[config.mk]
export PLATFORM = sky130hd
export DESIGN_NAME = cmid_dispatch
export DESIGN_NICKNAME = d
export VERILOG_FILES = /design/src/hw/cmid_dispatch.v
export VERILOG_INCLUDE_DIRS = /design/src /design/src/hw
export SDC_FILE = /design/constraint.sdc
export NUM_CORES = 1
export LEC_CHECK = 0
export BUFFER_PORTS_ARGS = -buffer_cell sky130_fd_sc_hd__buf_2
export CAP_MARGIN = 10
export CORE_AREA = 2 2 319 321
export DETAILED_ROUTE_END_ITERATION = 7
export DIE_AREA = 0 0 321 323
export GPL_ROUTABILITY_DRIVEN = 0
export PLACE_DENSITY_LB_ADDON = 0.1
export SLEW_MARGIN = 25
export SYNTH_ARGS = -nofsm -noshare
export SYNTH_HDL_FRONTEND = slang
export SYNTH_SLANG_ARGS = --single-unit
[constraint.sdc]
create_clock -name CLOCK -period 5.25 [get_ports CLOCK]
set_clock_uncertainty 0.15 [all_clocks]
set_input_delay 1.05 -clock CLOCK [delete_from_list [all_inputs] [get_ports CLOCK]]
set_output_delay 1.05 -clock CLOCK [all_outputs]
set_load 0.02 [all_outputs]
[src/hw/cmid_defs.vh]
// Constants for the compatibility-mode interrupt dispatch unit.
// Included by the dispatch design file; definitions only.
`ifndef CMID_DEFS_VH
`define CMID_DEFS_VH

// Flag register field positions
`define CMID_FLAG_CMODE_BIT     17
`define CMID_FLAG_IO_PRIVILEGE_FIELD_LO       12
`define CMID_FLAG_IO_PRIVILEGE_FIELD_HI       13
`define CMID_FLAG_VINT_BIT      19
`define CMID_FLAG_VPEND_BIT     20
`define CMID_CR4_VMEXT_BIT      0
// Event kinds presented by the core
`define CMID_KIND_EXCEPTION     2'h0
`define CMID_KIND_NMI           2'h1
`define CMID_KIND_MASKABLE      2'h2
`define CMID_KIND_SOFTINT       2'h3
// Dispatch classes
`define CMID_CLASS_1            2'h1
`define CMID_CLASS_2            2'h2
`define CMID_CLASS_3            2'h3
// Gate types
`define CMID_GATE_TRAP32        2'h0
`define CMID_GATE_INT32         2'h1
`define CMID_GATE_TASK          2'h2
// Fixed vectors and levels
`define CMID_GP_VECTOR          8'h0d
`define CMID_IO_PRIVILEGE_FIELD_FULL          2'h3
`define CMID_PUSH_WORDS         4'h9
`define CMID_RESET_SP           32'h00000000

`endif

[src/hw/cmid_dispatch.v]
// Dispatch unit: classifies events in compatibility mode, pushes state,
// enters the privilege-0 handler and restores state on interrupt return.
// Assumes the core presents events and returns synchronously on CLOCK and
// services the stack write port every cycle (no back-pressure).
//
// Overview of operation
// - Exceptions, NMI and maskable without extension are class 1
// - Maskable interrupts class 2 only with extension
// - Vectored software interrupts are class 3
// - Privilege field bits 12-13 steer class 3
// - Extension enabled by control bit 0
// - 256-bit bitmap routes class 3 per vector
// - Without extension, maskable acts like exception
// - Bad target segment raises protection fault, selector code
// - Dispatch switches to 32-bit privilege 0
// - Push nine state words on privilege-0 stack
// - Clear four data selectors after saving
// - Cleared selectors on return raise no trap
// - Clear compatibility flag, start handler
// - Return reloads flags and selectors from stack
// - Mode flag changes on return only at privilege 0
// - Protection faults delivered on vector 13
// - Virtual flags active with extension, field below 3
//
// Limitations and choices:
// - One event at a time; events and returns offered while BUSY are
//   dropped without notice, so the core must hold them back.
// - The stack port never waits; a core that stalls its stack writes
//   would need a handshake here.
// - The redirection bitmap and the extension bit arrive as ports; the
//   core owns the task state segment and the fourth control register.
// - Class 2 events take the gate path; the virtual interrupt steps
//   beyond the flag gating live in handler software.
// - Task gates are only announced; the switch itself is the core's.
// - Exceptions, NMI and maskable events never take the monitor route.
// - The virtual flag indication is registered, one cycle behind.
//
// The strobed register port and the placing of the registers were chosen for this implementation.
`timescale 1ns/1ns
`default_nettype none

`include "cmid_defs.vh"

module cmid_dispatch (
    // Clock, reset, enable
    input  wire        CLOCK,
    input  wire        RSTN,
    input  wire        CE,
    // Event request from the core
    input  wire        EVT_VALID,
    input  wire [1:0]  EVT_KIND,
    input  wire [7:0]  EVT_VECTOR,
    // Control inputs
    input  wire        VM_EXT_ENABLE,
    input  wire [255:0] REDIR_BITMAP,
    // Gate descriptor for the vector
    input  wire [1:0]  GATE_TYPE,
    input  wire [15:0] GATE_SELECTOR,
    input  wire        GATE_CONFORMING,
    input  wire [1:0]  GATE_TARGET_DPL,
    // Live architectural state from the core
    input  wire [31:0] CUR_FLAGS,
    input  wire [31:0] CUR_IP,
    input  wire [31:0] CUR_SP,
    input  wire [15:0] CUR_CODE_SEL,
    input  wire [15:0] CUR_STACK_SEL,
    input  wire [63:0] CUR_DATA_SELS,
    input  wire [31:0] PL0_SP,
    // Interrupt return request and stack images
    input  wire        INTERRUPT_RETURN_REQ,
    input  wire [1:0]  CUR_PRIV,
    input  wire [31:0] INTERRUPT_RETURN_FLAGS_IMAGE,
    input  wire [63:0] INTERRUPT_RETURN_DATA_SELS_IMAGE,
    // Stack write port
    output reg         STK_WE,
    output reg  [31:0] STK_ADDR,
    output reg  [31:0] STK_WDATA,
    // Dispatch results
    output reg         BUSY,
    output reg  [1:0]  EVT_CLASS,
    output reg         TO_LEGACY,
    output reg         TASK_SWITCH,
    output reg         HANDLER_START,
    output reg  [7:0]  HANDLER_VECTOR,
    output reg         GP_FAULT,
    output reg  [15:0] GP_ERROR_CODE,
    // Resulting mode state
    output reg  [31:0] FLAGS_OUT,
    output reg  [63:0] DATA_SELS_OUT,
    output reg         PROT32_PL0,
    output reg         VIRT_FLAGS_ACTIVE,
    output reg         INTERRUPT_RETURN_TRAP
);

    // Sequencer states, one-hot
    localparam ST_IDLE  = 3'b001;
    localparam ST_PUSH  = 3'b010;
    localparam ST_ENTER = 3'b100;

    // Sequencer position
    reg  [2:0]  state;
    reg  [3:0]  push_idx;

    // Copies taken at the accept edge; the frame is pushed from
    // these, so the core may move on while the push runs
    reg  [31:0] sv_flags;
    reg  [31:0] sv_ip;
    reg  [31:0] sv_sp;
    reg  [15:0] sv_cs;
    reg  [15:0] sv_ss;
    reg  [63:0] sv_ds;
    reg  [31:0] frame_top;
    reg  [7:0]  sv_vec;

    // Combinational results
    reg  [1:0]  next_class;
    reg  [31:0] push_word;

    // Live mode and field decode
    wire        in_cmode   = CUR_FLAGS[`CMID_FLAG_CMODE_BIT];
    wire        ext_on     = VM_EXT_ENABLE;
    wire [1:0]  io_privilege_field       = CUR_FLAGS[`CMID_FLAG_IO_PRIVILEGE_FIELD_HI:`CMID_FLAG_IO_PRIVILEGE_FIELD_LO];
    wire        redir      = REDIR_BITMAP[EVT_VECTOR];
    wire        soft_int   = (next_class == `CMID_CLASS_3);

    // Routing choices, tested in this order
    // Bitmap bit clear keeps the interrupt in the legacy program
    wire        go_legacy  = soft_int && ext_on && !redir;
    // Without the extension a reduced field sends it to the monitor
    wire        go_monitor = soft_int && !ext_on && (io_privilege_field != `CMID_IO_PRIVILEGE_FIELD_FULL);
    // Gate must point at a nonconforming level-0 segment
    wire        bad_target = GATE_CONFORMING || (GATE_TARGET_DPL != 2'h0);

    // Byte offset of the next slot below the frame top
    wire [31:0] slot_off   = {26'h0, push_idx + 4'h1, 2'b00};

    // Classification of an incoming event
    // Maskable events are class 2 only while the extension is on
    always @* begin
        case (EVT_KIND)
            `CMID_KIND_SOFTINT:  next_class = `CMID_CLASS_3;
            `CMID_KIND_MASKABLE: next_class = ext_on ? `CMID_CLASS_2 : `CMID_CLASS_1;
            default:             next_class = `CMID_CLASS_1;
        endcase
    end

    // Word pushed per slot, from highest address downward
    // Slot 0 holds the fourth data selector; the instruction pointer
    // comes last and sits lowest
    always @* begin
        case (push_idx)
            4'h0:    push_word = {16'h0000, sv_ds[63:48]};
            4'h1:    push_word = {16'h0000, sv_ds[47:32]};
            4'h2:    push_word = {16'h0000, sv_ds[31:16]};
            4'h3:    push_word = {16'h0000, sv_ds[15:0]};
            4'h4:    push_word = {16'h0000, sv_ss};
            4'h5:    push_word = sv_sp;
            4'h6:    push_word = sv_flags;
            4'h7:    push_word = {16'h0000, sv_cs};
            default: push_word = sv_ip;
        endcase
    end

    // Main sequencer: accepts an event, pushes the frame, enters the
    // handler, and serves returns while idle. CE low freezes every
    // register, including the one-cycle answers.
    always @(posedge CLOCK or negedge RSTN) begin
        if (!RSTN) begin
            // Sequencer
            state <= ST_IDLE;
            push_idx <= 4'h0;

            // Captured frame
            sv_flags <= 32'h00000000;
            sv_ip <= 32'h00000000;
            sv_sp <= 32'h00000000;
            sv_cs <= 16'h0000;
            sv_ss <= 16'h0000;
            sv_ds <= 64'h0000000000000000;
            frame_top <= `CMID_RESET_SP;
            sv_vec <= 8'h00;

            // Stack port
            STK_WE <= 1'b0;
            STK_ADDR <= 32'h00000000;
            STK_WDATA <= 32'h00000000;

            // Answers and mode state
            BUSY <= 1'b0;
            EVT_CLASS <= 2'h0;
            TO_LEGACY <= 1'b0;
            TASK_SWITCH <= 1'b0;
            HANDLER_START <= 1'b0;
            HANDLER_VECTOR <= 8'h00;
            GP_FAULT <= 1'b0;
            GP_ERROR_CODE <= 16'h0000;
            FLAGS_OUT <= 32'h00000000;
            DATA_SELS_OUT <= 64'h0000000000000000;
            PROT32_PL0 <= 1'b0;
            INTERRUPT_RETURN_TRAP <= 1'b0;
        end else if (CE) begin
            // Pulses last one cycle
            STK_WE <= 1'b0;
            TO_LEGACY <= 1'b0;
            TASK_SWITCH <= 1'b0;
            HANDLER_START <= 1'b0;
            GP_FAULT <= 1'b0;
            // Zero selectors are legal on return, so this never rises
            INTERRUPT_RETURN_TRAP <= 1'b0;
            case (state)
                ST_IDLE: begin
                    // Events outside compatibility mode belong to other logic
                    if (EVT_VALID && in_cmode) begin
                        // Class is recorded even when no gate is used
                        EVT_CLASS <= next_class;
                        sv_vec <= EVT_VECTOR;
                        if (go_legacy) begin
                            // Bit clear: stays in the legacy program's table
                            TO_LEGACY <= 1'b1;
                        end else if (go_monitor) begin
                            // Software interrupt below full field goes to the monitor;
                            // no gate is read, so the error code carries no selector
                            GP_FAULT <= 1'b1;
                            GP_ERROR_CODE <= 16'h0000;
                            HANDLER_VECTOR <= `CMID_GP_VECTOR;
                        end else if (GATE_TYPE == `CMID_GATE_TASK) begin
                            // Task gate: announce the switch, push nothing
                            TASK_SWITCH <= 1'b1;
                            HANDLER_VECTOR <= EVT_VECTOR;
                        end else if (bad_target) begin
                            // Broken gate: fault on vector 13 with the gate's selector
                            GP_FAULT <= 1'b1;
                            GP_ERROR_CODE <= GATE_SELECTOR;
                            HANDLER_VECTOR <= `CMID_GP_VECTOR;
                        end else begin
                            // Capture state, then enter 32-bit level 0; the copies
                            // free the core's live registers from this edge on
                            sv_flags <= CUR_FLAGS;
                            sv_ip <= CUR_IP;
                            sv_sp <= CUR_SP;
                            sv_cs <= CUR_CODE_SEL;
                            sv_ss <= CUR_STACK_SEL;
                            sv_ds <= CUR_DATA_SELS;
                            frame_top <= PL0_SP;
                            PROT32_PL0 <= 1'b1;
                            push_idx <= 4'h0;
                            BUSY <= 1'b1;
                            state <= ST_PUSH;
                        end
                    end else if (INTERRUPT_RETURN_REQ) begin
                        // Reload from privilege-0 images; zero selectors are legal
                        DATA_SELS_OUT <= INTERRUPT_RETURN_DATA_SELS_IMAGE;
                        // Only level 0 may move the mode bit; elsewhere the live bit stays
                        if (CUR_PRIV == 2'h0) begin
                            FLAGS_OUT <= INTERRUPT_RETURN_FLAGS_IMAGE;
                            PROT32_PL0 <= ~INTERRUPT_RETURN_FLAGS_IMAGE[`CMID_FLAG_CMODE_BIT];
                        end else begin
                            FLAGS_OUT <= {INTERRUPT_RETURN_FLAGS_IMAGE[31:18], CUR_FLAGS[`CMID_FLAG_CMODE_BIT],
                                          INTERRUPT_RETURN_FLAGS_IMAGE[16:0]};
                        end
                    end else begin
                        // Idle: follow the live flags so the output never goes stale
                        FLAGS_OUT <= CUR_FLAGS;
                    end
                end

                ST_PUSH: begin
                    // One 32-bit slot per cycle, downward from the frame top;
                    // the core adjusts its own stack pointer afterwards
                    STK_WE <= 1'b1;
                    STK_ADDR <= frame_top - slot_off;
                    STK_WDATA <= push_word;
                    // Ninth slot written: the frame is complete
                    if (push_idx == `CMID_PUSH_WORDS - 4'h1) begin
                        state <= ST_ENTER;
                    end else begin
                        push_idx <= push_idx + 4'h1;
                    end
                end

                ST_ENTER: begin
                    // Frame complete: clear selectors and the mode bit, then start
                    DATA_SELS_OUT <= 64'h0000000000000000;
                    FLAGS_OUT <= sv_flags & ~(32'h1 << `CMID_FLAG_CMODE_BIT);
                    HANDLER_START <= 1'b1;
                    HANDLER_VECTOR <= sv_vec;
                    BUSY <= 1'b0;
                    state <= ST_IDLE;
                end
                default: state <= ST_IDLE;
            endcase
        end
    end

    // Virtual flags follow the extension and the field in any mode;
    // registered, so they trail a change on the inputs by one cycle
    always @(posedge CLOCK or negedge RSTN) begin
        if (!RSTN) begin
            VIRT_FLAGS_ACTIVE <= 1'b0;
        end else if (CE) begin
            VIRT_FLAGS_ACTIVE <= ext_on && (io_privilege_field < `CMID_IO_PRIVILEGE_FIELD_FULL);
        end
    end

endmodule // cmid_dispatch
`default_nettype wire

==> results.sh, run 1 <==
export IMPL_final_common_cell="buf_2"
export IMPL_min_period_ps=4130
export IMPL_clockBufferDepth=3
export IMPL_fill_cells=10690
export IMPL_wirelength_um=88600
export IMPL_synth_flop_cell="dfrtp_1"
export IMPL_ant_nets=0
export IMPL_async_reset_ff_share_pct=100
export IMPL_ys_seq_area_share_pct=50.8
export IMPL_synth_nets=2450
export IMPL_synth_top_cell_area_share_pct=50.6
export IMPL_synthToLayoutAreaGrowth_pct=34.5
export IMPL_synth_top_family_by_area="multiplexers"
export IMPL_route_vias_total=17475
export IMPL_die_h_um=323
export IMPL_start_kind="input pin"
export IMPL_start_util_pct=21.2
export IMPL_synth_warnings=0
export IMPL_post_route_period_util_pct=78.7
export IMPL_wl_per_cell_um=22.4
export IMPL_fin_util_pct=28.5
export IMPL_cts_root_buf="clkbuf_16"
export IMPL_crit_fanout=55
export IMPL_die_area_mm2=0.104
export IMPL_track_usage_pct=16.4
export IMPL_syn_inst=1826
export IMPL_syn_area_per_cell_um2=11.7
export IMPL_synth_edff_count=0
export IMPL_mostFrequentLayoutCells="806 x buf_2, 432 x dfrtp_1, 283 x nand2_1"
export IMPL_netlist_cell_type_count=65
export IMPL_ys_ff_latch=433
export IMPL_crit_slowest_cell="buf_2"
export IMPL_cts_max_level=2
export IMPL_finalSetupTns_ps=0
export IMPL_top_layer_used="met5"
export IMPL_clock_sinks=433
export IMPL_portBuffers=808
export IMPL_yosys_area_share_simple_pct=10.7
export IMPL_die_w_um=321
export IMPL_drc=0
export IMPL_path_buf_inv=4
export IMPL_synth_cell_area_mm2=0.0213
export IMPL_worstPathArrival_ps=4490
export IMPL_wl_met2_um=45200
export IMPL_crit_path_end_kind="flop"
export IMPL_dr_pass1_iters=5
export IMPL_tritoncts="built"
export IMPL_clock_latency_ps=620
export IMPL_layout_drive_gt1_share_pct=45.7
export IMPL_grt_max_degree=94
export IMPL_cts_hold_buf=0
export IMPL_viasPerCell=4.41
export IMPL_antenna_found_initial=32
export IMPL_slew_headroom_pct=29.4
export IMPL_maxCapViolCount=0
export IMPL_critPathKind="input pin to flop"
export IMPL_drt_met1_wl_um=36300
export IMPL_wl_met3_um=4890
export IMPL_synthMuxAreaShare_pct=23.3
export IMPL_min_from="DATA_SELS_OUT[9]$_DFFE_PN0P_"
export IMPL_critPathMaxStageDelay_ps=490
export IMPL_hpwlAfterDp_um=67600
export IMPL_finalSetupViolations=0
export IMPL_numCtsBuffers=55
export IMPL_yosysTopAreaCell="dfrtp_1"
export IMPL_crit_required_ps=5600
export IMPL_crit_chain="buf_2 > buf_4 > nor2b_1 > a21oi_1 > nand3_1 > nand4_1 > o21ai_0 > a311oi_2 > nand4_1 > buf_12 > buf_12 > mux2_1"
export IMPL_ir_drop_uv=307
export IMPL_synth_fa_ha_area_share_pct=0.563
export IMPL_drt_iter0_markers=975
export IMPL_nets=3224
export IMPL_clk_pin_slew_ps=60
export IMPL_power_density_mw_per_mm2=475
export IMPL_core_area_mm2=0.101
export IMPL_leakagePower_uw=0.0149
export IMPL_rsz0062_at_grt="no"
export IMPL_ctsResizeCount=0
export IMPL_hold_viol_final=0
export IMPL_post_cts_setup_buffer_count=0
export IMPL_synthTopCellsByArea="dfrtp_1 51%, mux2_4 7.0%, mux4_2 6.1%"
export IMPL_hp_class="flop to flop"
export IMPL_grt_pass1_wl_um=126000
export IMPL_status="complete, no violations"
export IMPL_synth_compound_area_share_pct=9.40
export IMPL_crit_family="buffers and inverters"
export IMPL_fmax_mhz=242
export IMPL_io_pins=810
export IMPL_overflow=0
export IMPL_slew_viol_final=0
export IMPL_reg2reg_from="push_idx[0]$_DFFE_PN0P_"
export IMPL_synth_xor_area_share_pct=1.07
export IMPL_rows=117
export IMPL_startpoint="EVT_VECTOR[1]"
export IMPL_tightest_slew_ps=1060
export IMPL_first_global_vias=18271
## sequential cells by signal, indices dropped and copies added (netlist names), 32 cells and up
register and flops:
DATA_SELS_OUT 64, FLAGS_OUT 32, STK_ADDR 32, STK_WDATA 32, frame_top 32, sv_ds 64
sv_flags 32, sv_ip 32, sv_sp 32
## cell families (layout without fill, tap and decap cells)
| kind of cell | count (synthesis) | in the layout |
|---|---|---|
| flops | 433 | 433 |
| other cells | 1 | 12 |
| buf+inv | 175 | 991 |
| fa+ha+maj | 9 | 9 |
| xor+xnor | 26 | 26 |
| compound gates | 307 | 307 |
| mux | 359 | 359 |
| simple gates | 516 | 516 |
## cell usage after synthesis (5+ instances only)
library cell,number
dfrtp_1,432
nand2_1,286
o21ai_0,117
mux2_4,100
nand3_1,99
mux2_2,91
clkbuf_1,82
mux2i_1,73
mux4_2,58
a21oi_1,55
nor2_1,53
a22oi_1,41
inv_1,41
mux2_1,37
a22o_1,24
a221oi_1,17
a222oi_1,16
buf_2,16
xnor2_1,16
and2_1,13
nor2b_1,12
buf_8,11
nor3_1,10
xor2_1,10
buf_1,9
buf_6,9
ha_1,8
nor4_1,8
buf_4,7
nor3b_1,6
o31ai_1,6
o221ai_1,5
or2_2,5
## through the flow
step	hold WS, ps	cells	setup slack, ps	total power [uW]	cell area (um2)
2_1_floorplan	283	1826	1190	7820	21300
3_3_place_gp	295	3851	386	9850	26800
3_5_place_dp	300	3851	422	9920	26800
4_1_cts	313	3950	1080	13900	28600
5_1_grt	328	3959	840	14500	28700
6_report	307	3962	1120	13600	28700
## report_power, final
group          total [uW]  internal, uW  switching (uW)
clock network        3870          2330            1540
registers            5130          4450             688
logic                4630          1780            2850
## cell type report
class / count / area [um2] / area share, %
clock buffer: 88 / 1720 / 6.00
timing repair buffer: 851 / 4540 / 15.8
clock inverter: 11 / 120 / 0.419
antenna: 11 / 27.5 / 0.0959
tap: 1309 / 1640 / 5.71
inverter: 41 / 154 / 0.536
sequential: 433 / 10800 / 37.8
multi-input combinational: 1218 / 9660 / 33.7
## final timing paths
kind                                                end  slack (ps)  depth (start not counted)
max reg2reg                    STK_ADDR[29]$_DFFE_PN0P_        1570                         12
min reg2reg                DATA_SELS_OUT[9]$_DFFE_PN0P_         310                          2
max in group asynchronous          sv_ds[9]$_DFFE_PN0P_        3490                          2
min in group asynchronous         sv_ds[45]$_DFFE_PN0P_         340                          1
max                            sv_flags[21]$_DFFE_PN0P_        1120                         12
min                        DATA_SELS_OUT[9]$_DFFE_PN0P_         310                          2
## tightest hold or removal path, stage by stage (launching register included)
cell     delay [ps]
dfrtp_1         330
nand2_1          50
nand2_1          50
## layer usage
metal  global-route usage, %  vias up
met4                    4.51        8
met1                    20.1     8633
met3                    3.52      134
met5                       0        -
li1                        -     8126
met2                    29.0      574
Note: power is estimated with default switching activity, not from simulation.
==> run 2, diff against run 1 <==
==> constraint.sdc (replaced) <==
create_clock -name CLOCK -period 4.2 [get_ports CLOCK]
set_clock_uncertainty 0.15 [all_clocks]
set_input_delay 0.84 -clock CLOCK [delete_from_list [all_inputs] [get_ports CLOCK]]
set_output_delay 0.84 -clock CLOCK [all_outputs]
set_load 0.02 [all_outputs]
==> results.sh, run 2 (same netlist as run 1, synthesis figures left out) <==
export IMPL_hpwlAfterDp_um=69000
export IMPL_dp_cells=3877
export IMPL_reg2reg_from="push_idx[0]$_DFFE_PN0P_"
export IMPL_slew_viol_final=0
export IMPL_r2r_slack_ps=530
export IMPL_die_area_mm2=0.104
export IMPL_first_global_vias=18472
export IMPL_min_period_ps=3690
export IMPL_fill_cells=10634
export IMPL_post_route_period_util_pct=87.8
export IMPL_core_area_mm2=0.101
export IMPL_crit_required_ps=4570
export IMPL_slew_headroom_pct=34.5
export IMPL_grt_max_degree=125
export IMPL_r2r_end="STK_ADDR[29]$_DFFE_PN0P_"
export IMPL_tritoncts="built"
export IMPL_fin_cells=3988
export IMPL_worstPathArrival_ps=4060
export IMPL_crit_fanout=38
export IMPL_status="complete, no violations"
export IMPL_mostFrequentLayoutCells="806 x buf_2, 432 x dfrtp_1, 283 x nand2_1"
export IMPL_rows=117
export IMPL_track_usage_pct=16.6
export IMPL_tightest_slew_ps=983
export IMPL_antenna_found_initial=33
export IMPL_die_w_um=321
export IMPL_ant_nets=0
export IMPL_wl_per_cell_um=22.4
export IMPL_dr_pass1_iters=5
export IMPL_die_h_um=323
export IMPL_power_density_mw_per_mm2=592
export IMPL_cts_max_level=2
export IMPL_wirelength_um=89400
export IMPL_clock_sinks=433
export IMPL_route_vias_total=17590
export IMPL_clk_pin_slew_ps=60
export IMPL_portBuffers=808
export IMPL_fmax_mhz=271
export IMPL_seqCellArea_mm2=0.0108
export IMPL_post_cts_setup_buffer_count=0
export IMPL_layout_setup_ws_ps=510
export IMPL_drt_iter0_markers=921
export IMPL_synthToLayoutAreaGrowth_pct=35.7
export IMPL_hold_viol_final=0
export IMPL_layout_drive_gt1_share_pct=46.4
export IMPL_drc=0
export IMPL_start_kind="input pin"
export IMPL_io_pins=810
export IMPL_hp_class="input pin to asynchronous set/reset pin"
export IMPL_overflow=0
export IMPL_ir_drop_uv=365
export IMPL_maxCapViolCount=0
export IMPL_viasPerCell=4.41
export IMPL_clock_latency_ps=630
export IMPL_numCtsBuffers=55
export IMPL_final_common_cell="buf_2"
export IMPL_place_ws_ps=-181
export IMPL_r2r_cells=13
export IMPL_cts_root_buf="clkbuf_16"
export IMPL_ctsResizeCount=0
export IMPL_clockBufferDepth=3
export IMPL_leakagePower_uw=0.0150
export IMPL_nets=3250
export IMPL_grt_pass1_wl_um=127000
export IMPL_cts_hold_buf=0
export IMPL_critPathKind="input pin to flop"
export IMPL_crit_path_end_kind="flop"
export IMPL_finalSetupViolations=0
export IMPL_top_regs="DATA_SELS_OUT: 64 flops, sv_ds: 64 flops"
export IMPL_start_util_pct=21.2
export IMPL_rsz0062_at_grt="no"
export IMPL_multi_input_area_mm2=0.00965
[run 2: worst max-delay path by stage]
stage	startpoint	end	slack (ps)	cells after the start
after floorplan	EVT_VECTOR[0]	sv_cs[0]$_DFFE_PN0P_	350	14
after global placement	EVT_VECTOR[0]	sv_ds[27]$_DFFE_PN0P_	-160	12
after detailed placement	EVT_VECTOR[0]	sv_ds[20]$_DFFE_PN0P_	-180	12
after CTS	push_idx[0]$_DFFE_PN0P_	STK_ADDR[29]$_DFFE_PN0P_	460	13
after global routing	push_idx[0]$_DFFE_PN0P_	STK_ADDR[29]$_DFFE_PN0P_	240	13
final	EVT_VECTOR[0]	sv_cs[15]$_DFFE_PN0P_	510	12
[run 2: where the power goes]
group,switching [uW],leakage [uW],internal (uW)
clock,1950,0.000929,2950
sequential,861,0.00566,5560
combinational,3570,0.00844,2250
[run 2: cell type report]
cell class	count	area share (%)
tap	1309	5.66
clock inverter	24	0.946
antenna	9	0.0778
sequential	433	37.4
multi-input combinational	1218	33.3
inverter	41	0.532
clock buffer	77	5.50
timing repair buffer	877	16.5
[run 2: per-layer routing]
layer	vias up	routed length [um]	track usage, %
met4	6	2130	4.39
li1	8165	-	-
met5	-	36	0
met1	8714	35800	20.0
met3	132	5340	3.84
met2	573	46100	29.5
[run 2: worst max-delay path: stages]
cell and delay, ps:
buf_4 220, buf_4 350, buf_12 260, mux4_2 540, o2111ai_1 220, nand3_1 100
o21ai_0 190, a311oi_2 180, nand4_1 180, buf_12 220, buf_12 290, mux2_2 380
[run 2: through the flow]
step | TNS, ps | total power, uW | hold slack, ps | cell area (um2) | utilization, %
6_report | 0 | 17100 | 86.0 | 29000 | 28.7
5_1_grt | 0 | 18300 | 139 | 28900 | 28.7
4_1_cts | 0 | 17500 | 138 | 28900 | 28.7
3_5_place_dp | -26040 | 12500 | 300 | 27000 | 26.9
3_3_place_gp | -21510 | 12400 | 295 | 27000 | 26.9
2_1_floorplan | 0 | 9780 | 283 | 21300 | -
==> run 3, diff against run 2 <==
--- a/config.mk
+++ b/config.mk
@@ -6,11 +6,12 @@
 export SDC_FILE = /design/constraint.sdc
 export NUM_CORES = 1
 export LEC_CHECK = 0
+export ABC_AREA = 1
 export BUFFER_PORTS_ARGS = -buffer_cell sky130_fd_sc_hd__buf_2
 export CAP_MARGIN = 10
-export CORE_AREA = 2 2 319 321
+export CORE_AREA = 2 2 315 317
 export DETAILED_ROUTE_END_ITERATION = 7
-export DIE_AREA = 0 0 321 323
+export DIE_AREA = 0 0 317 319
 export GPL_ROUTABILITY_DRIVEN = 0
 export PLACE_DENSITY_LB_ADDON = 0.1
 export SLEW_MARGIN = 25
==> results.sh, run 3 <==
export IMPL_first_global_vias=23306
export IMPL_ant_nets=0
export IMPL_use_met3_pct=5.82
export IMPL_synth_flop_cell="dfrtp_1"
export IMPL_async_reset_ff_share_pct=100
export IMPL_grt_pass1_wl_um=160000
export IMPL_slew_headroom_pct=29.3
export IMPL_drt_iter0_markers=1802
export IMPL_portBuffers=808
export IMPL_overflow=0
export IMPL_die_area_mm2=0.101
export IMPL_critPathKind="flop to flop"
export IMPL_netlist_cell_type_count=49
export IMPL_hold_viol_final=3
export IMPL_tightest_slew_ps=1060
export IMPL_yosysMostFrequentCell="nand2_1"
export IMPL_ir_drop_uv=348
export IMPL_rows=115
export IMPL_path_buf_inv=2
export IMPL_dp_cells=4874
export IMPL_clock_latency_ps=640
export IMPL_r2r_end="STK_ADDR[31]$_DFFE_PN0P_"
export IMPL_cts_max_level=2
export IMPL_violations="hold timing"
export IMPL_numCtsBuffers=54
export IMPL_status="complete, but fails checks"
export IMPL_slew_viol_final=0
export IMPL_synth_nets=3542
export IMPL_grt_busiest_layer="met2"
export IMPL_track_usage_pct=21.2
export IMPL_start_kind="flop"
export IMPL_fill_cells=10804
export IMPL_endpoint="STK_ADDR[31]$_DFFE_PN0P_"
export IMPL_die_h_um=319
export IMPL_synthTopCellsByArea="dfrtp_1 49%, nand2_1 19%, nand3_1 13%"
export IMPL_rsz0062_at_grt="no"
export IMPL_io_pins=810
export IMPL_worstPathArrival_ps=3970
export IMPL_r2r_cells=17
export IMPL_wirelength_um=110000
export IMPL_hold_worst_slack_ps=-3.18
export IMPL_tritoncts="built"
export IMPL_antenna_found_initial=47
export IMPL_synthToLayoutAreaGrowth_pct=33.8
export IMPL_mostFrequentLayoutCells="1,106 x nand2_1, 806 x buf_2, 564 x nand3_1"
export IMPL_drc=0
export IMPL_viasPerCell=4.64
export IMPL_crit_family="simple AND/OR/NAND/NOR gates"
export IMPL_crit_path_end_kind="flop"
export IMPL_crit_required_ps=4540
export IMPL_fin_cells=4985
export IMPL_clock_sinks=433
export IMPL_crit_slowest_cell="dfrtp_1"
export IMPL_maxCapViolCount=0
export IMPL_cts_hold_buf=0
export IMPL_fmax_mhz=275
export IMPL_reg2reg_from="push_idx[0]$_DFFE_PN0P_"
export IMPL_ys_ff_latch=433
export IMPL_nets=4268
export IMPL_final_common_cell="nand2_1"
export IMPL_ys_seq_area_share_pct=49.1
export IMPL_min_period_ps=3630
export IMPL_crit_fanout=6
export IMPL_worst_path_stages=17
export IMPL_finalSetupViolations=0
export IMPL_clk_pin_slew_ps=60
export IMPL_layout_drive_gt1_share_pct=27.0
export IMPL_globalRouteMet1Util_pct=29.2
export IMPL_synth_warnings=0
export IMPL_r2r_slack_ps=570
export IMPL_syn_inst=2918
export IMPL_wl_per_cell_um=22.1
export IMPL_grt_max_degree=107
export IMPL_power_density_mw_per_mm2=579
export IMPL_synth_cell_area_mm2=0.0221
export IMPL_dr_pass1_iters=7
export IMPL_critPathMaxStageDelay_ps=460
export IMPL_clockBufferDepth=3
export IMPL_finalSetupTns_ps=0
export IMPL_hp_class="input pin to asynchronous set/reset pin"
export IMPL_core_area_mm2=0.0977
export IMPL_leakagePower_uw=0.0156
export IMPL_route_vias_total=23118
export IMPL_start_util_pct=22.6
export IMPL_cts_root_buf="clkbuf_16"
export IMPL_die_w_um=317
export IMPL_yosysTopAreaCell="dfrtp_1"
export IMPL_ys_top_cells_by_count="1,107 x nand2_1, 564 x nand3_1, 432 x dfrtp_1"
export IMPL_fin_util_pct=30.2
export IMPL_syn_area_per_cell_um2=7.56
export IMPL_top_regs="DATA_SELS_OUT: 64 flops, sv_ds: 64 flops"
export IMPL_ctsResizeCount=0
export IMPL_synth_edff_count=0
export IMPL_synth_top_cell_area_share_pct=49.0
export IMPL_startpoint="push_idx[0]$_DFFE_PN0P_"
export IMPL_met2_usage_pct=33.3
export IMPL_post_route_period_util_pct=86.4
export IMPL_crit_chain="ha_1 > xnor2_1 > ha_1 > a21oi_1 > o21ai_1 > nand2_1 > nand2_1 > nor2_1 > inv_1 > nor2_1 > inv_1 > nor2_2 > nand3_1 > nor2_1 > nand2_1 > xor2_1 > o21ai_1"
export IMPL_post_cts_setup_buffer_count=0
export IMPL_hpwlAfterDp_um=83400
==> run 3: routing by layer <==
metal,share of wire [%],routed length [um]
met1,45,49900
met2,45,49500
met3,7.7,8440
met4,1.8,1960
met5,0.23,253
==> run 3: how the worst min path moves through the flow <==
| stage | start | end | cells past startpoint |
|---|---|---|---|
| 6_report | RSTN | STK_ADDR[11]$_DFFE_PN0P_ | 1 |
| 5_1_grt | RSTN | STK_ADDR[11]$_DFFE_PN0P_ | 1 |
| 4_1_cts | RSTN | STK_ADDR[14]$_DFFE_PN0P_ | 1 |
| 3_5_place_dp | sv_flags[17]$_DFFE_PN0P_ | sv_flags[17]$_DFFE_PN0P_ | 2 |
| 3_3_place_gp | sv_flags[17]$_DFFE_PN0P_ | sv_flags[17]$_DFFE_PN0P_ | 2 |
| 2_1_floorplan | sv_flags[17]$_DFFE_PN0P_ | sv_flags[17]$_DFFE_PN0P_ | 2 |
==> run 3: metrics by stage <==
stage | area, um2 | power (uW) | worst slack (ps)
after detailed placement | 27700 | 12600 | 358
after floorplan | 22100 | 9770 | 1280
after CTS | 29400 | 17300 | 555
after global placement | 27700 | 12600 | 388
final | 29500 | 17100 | 569
after global routing | 29500 | 18300 | 302
==> run 3: power by group <==
group / internal [uW] / switching [uW] / leakage (uW) / total [uW]
clock network: 2690 / 1990 / 0.000868 / 4680
registers: 5460 / 835 / 0.00566 / 6290
logic: 1970 / 4140 / 0.00907 / 6110
total: 10100 / 6960 / 0.0156 / 17100
==> run 3: area by class of cell <==
class | instances | area [um2] | share of cell area (%)
Clock buffer | 79 | 1600 | 5.41
Multi-Input combinational cell | 2179 | 9960 | 33.8
Antenna cell | 15 | 37.5 | 0.127
Timing Repair Buffer | 881 | 4920 | 16.7
Sequential cell | 433 | 10800 | 36.7
Tap cell | 1287 | 1610 | 5.46
Inverter | 95 | 363 | 1.23
Clock inverter | 16 | 171 | 0.581
==> run 3: cell families after synthesis <==
| family | count (synthesis) | share of synthesized area [%] |
|---|---|---|
| multiplexers | 1 | 0.0454 |
| other | 1 | 0.0170 |
| flip-flops | 433 | 49.1 |
| XOR/XNOR | 17 | 0.675 |
| AND/OR/NAND/NOR | 1818 | 34.8 |
| AO/OA/AOI/OAI | 333 | 8.78 |
| adder cells (fa/ha/maj) | 9 | 0.545 |
| buffers and inverters | 306 | 6.00 |
